**src/hw/crf_pkg.sv**
```systemverilog
package crf_pkg;
  localparam int DATA_W = 16;
  localparam int SEL_W = 4;
  // register space indices
  localparam logic [3:0] REG_IP = 4'h0;
  localparam logic [3:0] REG_ACC = 4'h1;
  localparam logic [3:0] REG_MCAND = 4'h3;
  localparam logic [3:0] REG_MPLIER = 4'h4;
  localparam logic [3:0] REG_INDEX = 4'h5;
  // port space indices
  localparam logic [3:0] PORT_MDATA = 4'hD;
  localparam logic [3:0] PORT_MADDR = 4'hE;
  localparam logic [3:0] PORT_MCTRL = 4'hF;
  // module control port fields
  localparam int CTRL_GO_BIT = 15;
  localparam int CTRL_DIR_BIT = 14;
  localparam int MOD_ADDR_W = 8;
  // reset values
  localparam logic [15:0] REG_RESET = 16'h0000;
  localparam logic [15:0] PORT_RESET = 16'h0000;
  // opcodes (upper nibble of the instruction byte; OP_MULT is matched against the whole byte)
  localparam logic [3:0] OP_LDA = 4'h0;
  localparam logic [3:0] OP_STA = 4'h1;
  localparam logic [3:0] OP_CLR = 4'h2;
  localparam logic [3:0] OP_ADD = 4'h3;
  localparam logic [3:0] OP_SHR = 4'h7;
  localparam logic [3:0] OP_INC = 4'h8;
  localparam logic [3:0] OP_DEC = 4'h9;
  localparam logic [3:0] OP_NOT = 4'hA;
  localparam logic [3:0] OP_BPZ = 4'hB;
  localparam logic [3:0] OP_BNZ = 4'hC;
  localparam logic [3:0] OP_RDP = 4'hD;
  localparam logic [3:0] OP_WRP = 4'hE;
  localparam logic [7:0] OP_MULT = 8'hF3;
  // timing
  localparam int MULT_CYCLES = 16;
  typedef enum logic [1:0] {
    ST_EXEC,
    ST_MULT,
    ST_XFER
  } crf_state_e;
endpackage

```
**src/hw/crf_multiply.sv**
```systemverilog
`timescale 1ns/1ns
// shift-add multiplier, one multiplier bit per cycle
module crf_multiply #(
  parameter int WIDTH = crf_pkg::DATA_W
) (
  input wire logic i_clock,
  input wire logic i_sys_rst,
  input wire logic i_clk_en,
  input wire logic i_start,
  input wire logic [WIDTH-1:0] i_mcand,
  input wire logic [WIDTH-1:0] i_mplier,
  output logic o_done,
  output logic [2*WIDTH-1:0] o_product
);
  import crf_pkg::*;

  if (WIDTH != MULT_CYCLES) begin : g_chk
    $error("crf_multiply: width must equal the multiply cycle count");
  end

  logic [WIDTH-1:0] mcand_ff;
  logic [WIDTH-1:0] mplier_ff;
  logic [2*WIDTH-1:0] acc_ff;
  logic [$clog2(WIDTH+1)-1:0] cnt_ff;
  logic busy_ff;
  logic [2*WIDTH-1:0] nxt_acc;

  always_comb begin
    nxt_acc = acc_ff;
    if (mplier_ff[0]) begin
      nxt_acc = acc_ff + ({{WIDTH{1'b0}}, mcand_ff} << (WIDTH - cnt_ff));
    end
  end

  always_ff @(posedge i_clock or posedge i_sys_rst) begin
    if (i_sys_rst) begin
      mcand_ff <= '0;
      mplier_ff <= '0;
      acc_ff <= '0;
      cnt_ff <= '0;
      busy_ff <= 1'b0;
      o_done <= 1'b0;
      o_product <= '0;
    end else if (i_clk_en) begin
      o_done <= 1'b0;
      if (i_start && !busy_ff) begin
        mcand_ff <= i_mcand;
        mplier_ff <= i_mplier;
        acc_ff <= '0;
        cnt_ff <= ($clog2(WIDTH+1))'(WIDTH);
        busy_ff <= 1'b1;
      end else if (busy_ff) begin
        acc_ff <= nxt_acc;
        mplier_ff <= mplier_ff >> 1;
        cnt_ff <= cnt_ff - 1'b1;
        if (cnt_ff == 1) begin
          busy_ff <= 1'b0;
          o_done <= 1'b1;
          o_product <= nxt_acc;
        end
      end
    end
  end
endmodule

```
**src/hw/crf_module_access.sv**
```systemverilog
`timescale 1ns/1ns
// one indirect transfer to a functional module register
module crf_module_access #(
  parameter int ADDR_W = crf_pkg::MOD_ADDR_W
) (
  input wire logic i_clock,
  input wire logic i_sys_rst,
  input wire logic i_clk_en,
  input wire logic i_start,
  input wire logic i_read,
  input wire logic [ADDR_W-1:0] i_addr,
  input wire logic [15:0] i_wdata,
  output logic o_done,
  output logic [15:0] o_rdata,
  output logic o_mod_req,
  output logic o_mod_read,
  output logic [ADDR_W-1:0] o_mod_addr,
  output logic [15:0] o_mod_wdata,
  input wire logic i_mod_ack,
  input wire logic [15:0] i_mod_rdata
);
  import crf_pkg::*;

  if (ADDR_W < 1 || ADDR_W > DATA_W) begin : g_chk
    $error("crf_module_access: address width out of range");
  end

  always_ff @(posedge i_clock or posedge i_sys_rst) begin
    if (i_sys_rst) begin
      o_mod_req <= 1'b0;
      o_mod_read <= 1'b0;
      o_mod_addr <= '0;
      o_mod_wdata <= '0;
      o_done <= 1'b0;
      o_rdata <= '0;
    end else if (i_clk_en) begin
      o_done <= 1'b0;
      if (o_mod_req && i_mod_ack) begin
        o_mod_req <= 1'b0;
        o_done <= 1'b1;
        o_rdata <= i_mod_rdata;
      end else if (i_start && !o_mod_req) begin
        o_mod_req <= 1'b1;
        o_mod_read <= i_read;
        o_mod_addr <= i_addr;
        o_mod_wdata <= i_wdata;
      end
    end
  end
endmodule

```
**src/hw/crf_core.sv**
```systemverilog
`timescale 1ns/1ns
module crf_core (
  input wire logic i_clock,
  input wire logic i_sys_rst,
  input wire logic i_clk_en,
  input wire logic i_instr_valid,
  input wire logic [7:0] i_instr,
  output logic o_instr_ready,
  output logic [crf_pkg::DATA_W-1:0] o_fetch_addr,
  output logic o_mod_req,
  output logic o_mod_read,
  output logic [crf_pkg::MOD_ADDR_W-1:0] o_mod_addr,
  output logic [crf_pkg::DATA_W-1:0] o_mod_wdata,
  input wire logic i_mod_ack,
  input wire logic [crf_pkg::DATA_W-1:0] i_mod_rdata
);
  import crf_pkg::*;

  logic [DATA_W-1:0] regs_ff [16];
  logic [DATA_W-1:0] ports_ff [16];
  crf_state_e state_ff;

  logic [3:0] op;
  logic [3:0] sel;
  logic fire;
  logic [DATA_W-1:0] rx;
  logic [DATA_W-1:0] px;
  logic [DATA_W-1:0] acc;
  logic wr_en;
  logic [DATA_W-1:0] wr_val;
  logic [3:0] wr_idx;
  logic [DATA_W-1:0] nxt_ip;
  logic mult_start;
  logic mult_done;
  logic [2*DATA_W-1:0] mult_prod;
  logic xfer_start;
  logic xfer_done;
  logic [DATA_W-1:0] xfer_rdata;
  logic xfer_read;
  logic [DATA_W-1:0] chk_mcand_ff;
  logic [DATA_W-1:0] chk_mplier_ff;
  logic [4:0] chk_mult_age_ff;

  function automatic logic branch_taken(input logic [3:0] f_op, input logic [DATA_W-1:0] f_index);
    branch_taken = 1'b0;
    if (f_op == OP_BPZ) begin
      branch_taken = !f_index[DATA_W-1];
    end else if (f_op == OP_BNZ) begin
      branch_taken = (f_index != '0);
    end
  endfunction

  assign op = i_instr[7:4];
  assign sel = i_instr[3:0];
  assign acc = regs_ff[REG_ACC];
  assign rx = regs_ff[sel];
  assign px = ports_ff[sel];
  assign o_instr_ready = (state_ff == ST_EXEC);
  assign fire = i_clk_en && i_instr_valid && o_instr_ready;
  assign o_fetch_addr = regs_ff[REG_IP];
  assign xfer_read = acc[CTRL_DIR_BIT];

  // register write decode
  always_comb begin
    wr_en = 1'b0;
    wr_idx = sel;
    wr_val = rx;
    unique case (op)
      OP_LDA: begin
        wr_en = 1'b1;
        wr_idx = REG_ACC;
        wr_val = rx;
      end
      OP_STA: begin
        wr_en = 1'b1;
        wr_val = acc;
      end
      OP_CLR: begin
        wr_en = 1'b1;
        wr_val = '0;
      end
      OP_ADD: begin
        wr_en = 1'b1;
        wr_idx = REG_ACC;
        wr_val = acc + rx;
      end
      OP_SHR: begin
        wr_en = 1'b1;
        wr_val = {rx[DATA_W-1], rx[DATA_W-1:1]};
      end
      OP_INC: begin
        wr_en = 1'b1;
        wr_val = rx + 1'b1;
      end
      OP_DEC: begin
        wr_en = 1'b1;
        wr_val = rx - 1'b1;
      end
      OP_NOT: begin
        wr_en = 1'b1;
        wr_val = ~rx;
      end
      OP_RDP: begin
        wr_en = 1'b1;
        wr_idx = REG_ACC;
        wr_val = px;
      end
      default: begin
        wr_en = 1'b0;
      end
    endcase
  end

  always_comb begin
    if (branch_taken(op, regs_ff[REG_INDEX])) begin
      nxt_ip = regs_ff[REG_IP] + rx;
    end else begin
      nxt_ip = regs_ff[REG_IP] + 1'b1;
    end
  end

  assign mult_start = fire && (i_instr == OP_MULT);
  assign xfer_start = fire && (op == OP_WRP) && (sel == PORT_MCTRL) && acc[CTRL_GO_BIT];

  // register file
  always_ff @(posedge i_clock or posedge i_sys_rst) begin
    if (i_sys_rst) begin
      for (int i = 0; i < 16; i++) begin
        regs_ff[i] <= REG_RESET;
      end
    end else if (i_clk_en) begin
      if (fire) begin
        regs_ff[REG_IP] <= nxt_ip;
        if (wr_en) begin
          regs_ff[wr_idx] <= wr_val;
        end
      end else if (mult_done) begin
        regs_ff[REG_ACC] <= mult_prod[2*DATA_W-1:DATA_W];
        regs_ff[REG_MPLIER] <= mult_prod[DATA_W-1:0];
      end
    end
  end

  // port file
  always_ff @(posedge i_clock or posedge i_sys_rst) begin
    if (i_sys_rst) begin
      for (int i = 0; i < 16; i++) begin
        ports_ff[i] <= PORT_RESET;
      end
    end else if (i_clk_en) begin
      if (fire && op == OP_WRP) begin
        ports_ff[sel] <= acc;
      end else if (xfer_done) begin
        ports_ff[PORT_MCTRL][CTRL_GO_BIT] <= 1'b0;
        if (o_mod_read) begin
          ports_ff[PORT_MDATA] <= xfer_rdata;
        end
      end
    end
  end

  always_ff @(posedge i_clock or posedge i_sys_rst) begin
    if (i_sys_rst) begin
      state_ff <= ST_EXEC;
    end else if (i_clk_en) begin
      unique case (state_ff)
        ST_EXEC: begin
          if (mult_start) begin
            state_ff <= ST_MULT;
          end else if (xfer_start) begin
            state_ff <= ST_XFER;
          end
        end
        ST_MULT: begin
          if (mult_done) begin
            state_ff <= ST_EXEC;
          end
        end
        ST_XFER: begin
          if (xfer_done) begin
            state_ff <= ST_EXEC;
          end
        end
        default: begin
          state_ff <= ST_EXEC;
        end
      endcase
    end
  end

  // operand copies and enabled-cycle count for the multiply checks
  always_ff @(posedge i_clock or posedge i_sys_rst) begin
    if (i_sys_rst) begin
      chk_mcand_ff <= REG_RESET;
      chk_mplier_ff <= REG_RESET;
      chk_mult_age_ff <= '0;
    end else if (i_clk_en) begin
      if (mult_start) begin
        chk_mcand_ff <= regs_ff[REG_MCAND];
        chk_mplier_ff <= regs_ff[REG_MPLIER];
        chk_mult_age_ff <= '0;
      end else if (state_ff == ST_MULT) begin
        chk_mult_age_ff <= chk_mult_age_ff + 5'h01;
      end
    end
  end

  crf_multiply #(
    .WIDTH(DATA_W)
  ) u_mult (
    .i_clock(i_clock),
    .i_sys_rst(i_sys_rst),
    .i_clk_en(i_clk_en),
    .i_start(mult_start),
    .i_mcand(regs_ff[REG_MCAND]),
    .i_mplier(regs_ff[REG_MPLIER]),
    .o_done(mult_done),
    .o_product(mult_prod)
  );

  crf_module_access #(
    .ADDR_W(MOD_ADDR_W)
  ) u_access (
    .i_clock(i_clock),
    .i_sys_rst(i_sys_rst),
    .i_clk_en(i_clk_en),
    .i_start(xfer_start),
    .i_read(xfer_read),
    .i_addr(ports_ff[PORT_MADDR][MOD_ADDR_W-1:0]),
    .i_wdata(ports_ff[PORT_MDATA]),
    .o_done(xfer_done),
    .o_rdata(xfer_rdata),
    .o_mod_req(o_mod_req),
    .o_mod_read(o_mod_read),
    .o_mod_addr(o_mod_addr),
    .o_mod_wdata(o_mod_wdata),
    .i_mod_ack(i_mod_ack),
    .i_mod_rdata(i_mod_rdata)
  );
endmodule

```
**config.mk**
```make
export PLATFORM = sky130hd
export DESIGN_NAME = crf_core
export DESIGN_NICKNAME = d
export VERILOG_FILES = /design/src/hw/crf_pkg.sv /design/src/hw/crf_multiply.sv /design/src/hw/crf_module_access.sv /design/src/hw/crf_core.sv
export SDC_FILE = /design/constraint.sdc
export NUM_CORES = 2
export LEC_CHECK = 0
export BUFFER_PORTS_ARGS = -buffer_cell sky130_fd_sc_hd__buf_2
export CAP_MARGIN = 25
export CORE_MARGIN = 5
export CORE_UTILIZATION = 55
export DETAILED_ROUTE_END_ITERATION = 8
export PLACE_DENSITY_LB_ADDON = 0.25
export SYNTH_ARGS = -nofsm -noshare
export SYNTH_HDL_FRONTEND = slang
export SYNTH_HIERARCHICAL = 1
export SYNTH_SLANG_ARGS = --single-unit
```
**constraint.sdc**
```tcl
create_clock -name i_clock -period 20.6 [get_ports i_clock]
set_clock_uncertainty 0.1 [all_clocks]
set_input_delay 2.06 -clock i_clock [delete_from_list [all_inputs] [get_ports i_clock]]
set_output_delay 2.06 -clock i_clock [all_outputs]
set_load 0.01 [all_outputs]
```
==> metrics.txt <==
post-route setup slack 13,240 ps; Skew-Pair Late Insertion Delay ~630 ps; CTS H-Tree Depth 3; Sink Count 660; critical path type input pin to register; Die Ht around 260 um; initial antenna violation count 6; vias per std cell approximately 6.5; drt wl/cell approximately 26 um; drt drc 0; Synth cell types 88; Min Clock Period, post-route approximately 7400 ps; placed cells around 3.8k; cells along the critical path buf_6 -> buf_4 -> mux4_2 -> mux4_2 -> inv_1 -> ha_1 -> inv_1 -> fa_1 -> a211oi_1 -> o21ai_0 -> a21oi_1 -> o21bai_1 -> a211o_1 -> a31oi_2 -> a2bb2oi_1 -> o21ai_1; final estimated routing congestion in global placement about 0.96; core area between 0.06 and 0.07 sq mm; max_slew headroom 0.212; chip width 262 um; peak supply drop around 0.07 mV; Initial Util 0.554; PD cells approximately 94 mW/mm^2; fin. max-slew vios 0; DR pass1 iterations 6; Arrival @ worst endpoint approximately 7800 ps; endpoint class of the critical path register; Layout Cells excl Fill between 3k and 4k; hold crit path type register to register; leading area contributor after synthesis dfrtp_1; Worst path slowest cell a31oi_2; final net count ~3.2k; Antenna Nets Post-Route 0; Hold Slack around 380 ps; # rows 92; vias in the first global route about 26k; EDFF count, synth 0; max incr delay on CP 850 ps; clk buf depth 3; final-report hold violation count 0; Yosys warning count 6; Synth top area share 0.475; period utilization 0.357; Final TNS setup 0 ps; Ports 72; Total GRT Usage 0.303; worst slew pin tran 1180 ps; routed vias around 26k; Worst setup SP type input pin; final setup fails 0; Worst EP required approximately 21,000 ps; synthesized area roughly 0.035 sq mm; Post-DP Area around 0.036 sq mm; commonest non-fill, non-tap cell in the layout dfrtp_1; max_cap viols 0; pre-CTS setup slack about 13,000 ps; GRT Residual Overflow 0; fmax approximately 0.14 GHz; synthesized net count 3,221; CTS Root Cell clkbuf_16; P&R area growth vs syn 10.9%; most frequent cells in the layout dfrtp_1, nand2_1, mux2_2; Synth Area per Inst approximately 11 sq um; run status finished clean; Starting DRT DRC Count between 2k and 3k; first-pass GRT wire length roughly 160 mm; CTS Buf Count 72; post-synthesis register bit count 660; Post-CTS Setup Inserts 0; leak pwr between 15 and 20 nW; main area contributors after synthesis dfrtp_1, mux4_2, mux2_2, nand2_1, o21ai_1; final instance area 0.0386 sq mm; register area share after synthesis 0.475; Synth Flop Type dfrtp_1; Synth async-reset ratio 1.00; DRT Wirelength between 100 and 150 mm; RSZ-0062 raised after global routing false; Detail Placement HPWL between 70 and 80 mm; die area between 0.06 and 0.07 sq mm; CTS tree done; number of port buffers 71; layout cell share with drive strength beyond 1 0.245; CTS resizes 0; Worst-path clk slew 60 ps; CTS Hold Buffers Added 0; Mapped Cells between 3k and 4k; Crit Path Max Fanout 55; largest net degree at the start of global routing 191
-- state kept, by name, summed over array words and instances, names as in the netlist, 5 cells and up --
signal and flops:
u_access/o_mod_addr 8, u_mult/acc_ff 32, u_mult/mplier_ff 16, u_access/o_rdata 16, u_mult/cnt_ff 5, acc 16, ports_ff 256, u_mult/mcand_ff 16
u_access/o_mod_wdata 16, o_fetch_addr 16, regs_ff 224, u_mult/o_product 32
-- synth_stat cells, types with 25 or more instances --
cell,instances
o21ai_0,123
xnor2_1,45
o22ai_1,32
ha_1,64
nor2_1,150
nand3_1,40
buf_2,29
and3_1,31
a21o_1,33
mux4_2,157
and2_1,25
mux2i_1,40
a22o_1,31
inv_1,27
nand2_1,407
mux2_2,283
nor3_1,29
a21oi_1,118
o21ai_1,241
clkbuf_1,196
dfrtp_1,660
-- where the power goes --
group	switching [mW]	internal, mW	leakage [nW]
combinational	0.471	0.279	7.46
clock	0.548	0.849	1.28
sequential	0.0946	1.38	9.08
-- kinds of logic after synthesis --
group                    after synthesis  synth area share
AO/OA/AOI/OAI                        755             0.132
XOR/XNOR                              66            0.0166
adder cells (fa/ha/maj)               67            0.0247
buffers and inverters                294            0.0368
flip-flops                           660             0.475
multiplexers                         501             0.214
AND/OR/NAND/NOR                      782             0.101
-- worst max-delay path: cells and delay by family --
family	cells	cell delay, ps
AOI/OAI and AO/OA	8	2470
adders and majority gates	2	620
buffers and inverters	4	1430
muxes	2	1070
-- area by class of cell --
type,count,area [sq um]
antenna,5,12.5
fill,5048,24300
clock inverter,27,418
clock buffer,106,2170
inverter,28,115
timing repair buffer,150,1210
tap,846,1060
sequential,660,16500
multi-input combinational,2171,17100
-- worst paths after layout --
check | to | cells past startpoint | slack (ps) | start
worst min register to register | regs_ff[130]$_DFFE_PP0P_ | 2 | 380 | regs_ff[130]$_DFFE_PP0P_
max in group asynchronous | regs_ff[129]$_DFFE_PP0P_ | 5 | 16830 | i_sys_rst
worst max-delay path | regs_ff[186]$_DFFE_PP0P_ | 16 | 13240 | i_instr[1]
worst max register to register | u_mult/acc_ff[31]$_DFFE_PP0P_ | 19 | 13600 | u_mult/cnt_ff[0]$_DFFE_PP0P_
min in group asynchronous | u_access/o_mod_wdata[11]$_DFFE_PP0P_ | 2 | 1260 | i_sys_rst
worst min-delay path | regs_ff[130]$_DFFE_PP0P_ | 2 | 380 | regs_ff[130]$_DFFE_PP0P_
-- layer usage --
| layer | vias up | global-route usage | share of wire |
|---|---|---|---|
| li1 | 11344 | - | - |
| met1 | 13169 | 0.419 | 0.41 |
| met2 | 1048 | 0.484 | 0.47 |
| met3 | 257 | 0.0497 | 0.072 |
| met4 | 4 | 0.126 | 0.046 |
| met5 | - | 0 | 0.00022 |
-- metrics by stage --
stage / utilization / power (mW)
after floorplan: - / 2.01
after global placement: 0.567 / 2.21
after detailed placement: 0.569 / 2.23
after CTS: 0.610 / 3.62
after global routing: 0.614 / 3.76
final: 0.614 / 3.62
No activity file was read; power rests on OpenSTA's default activity.
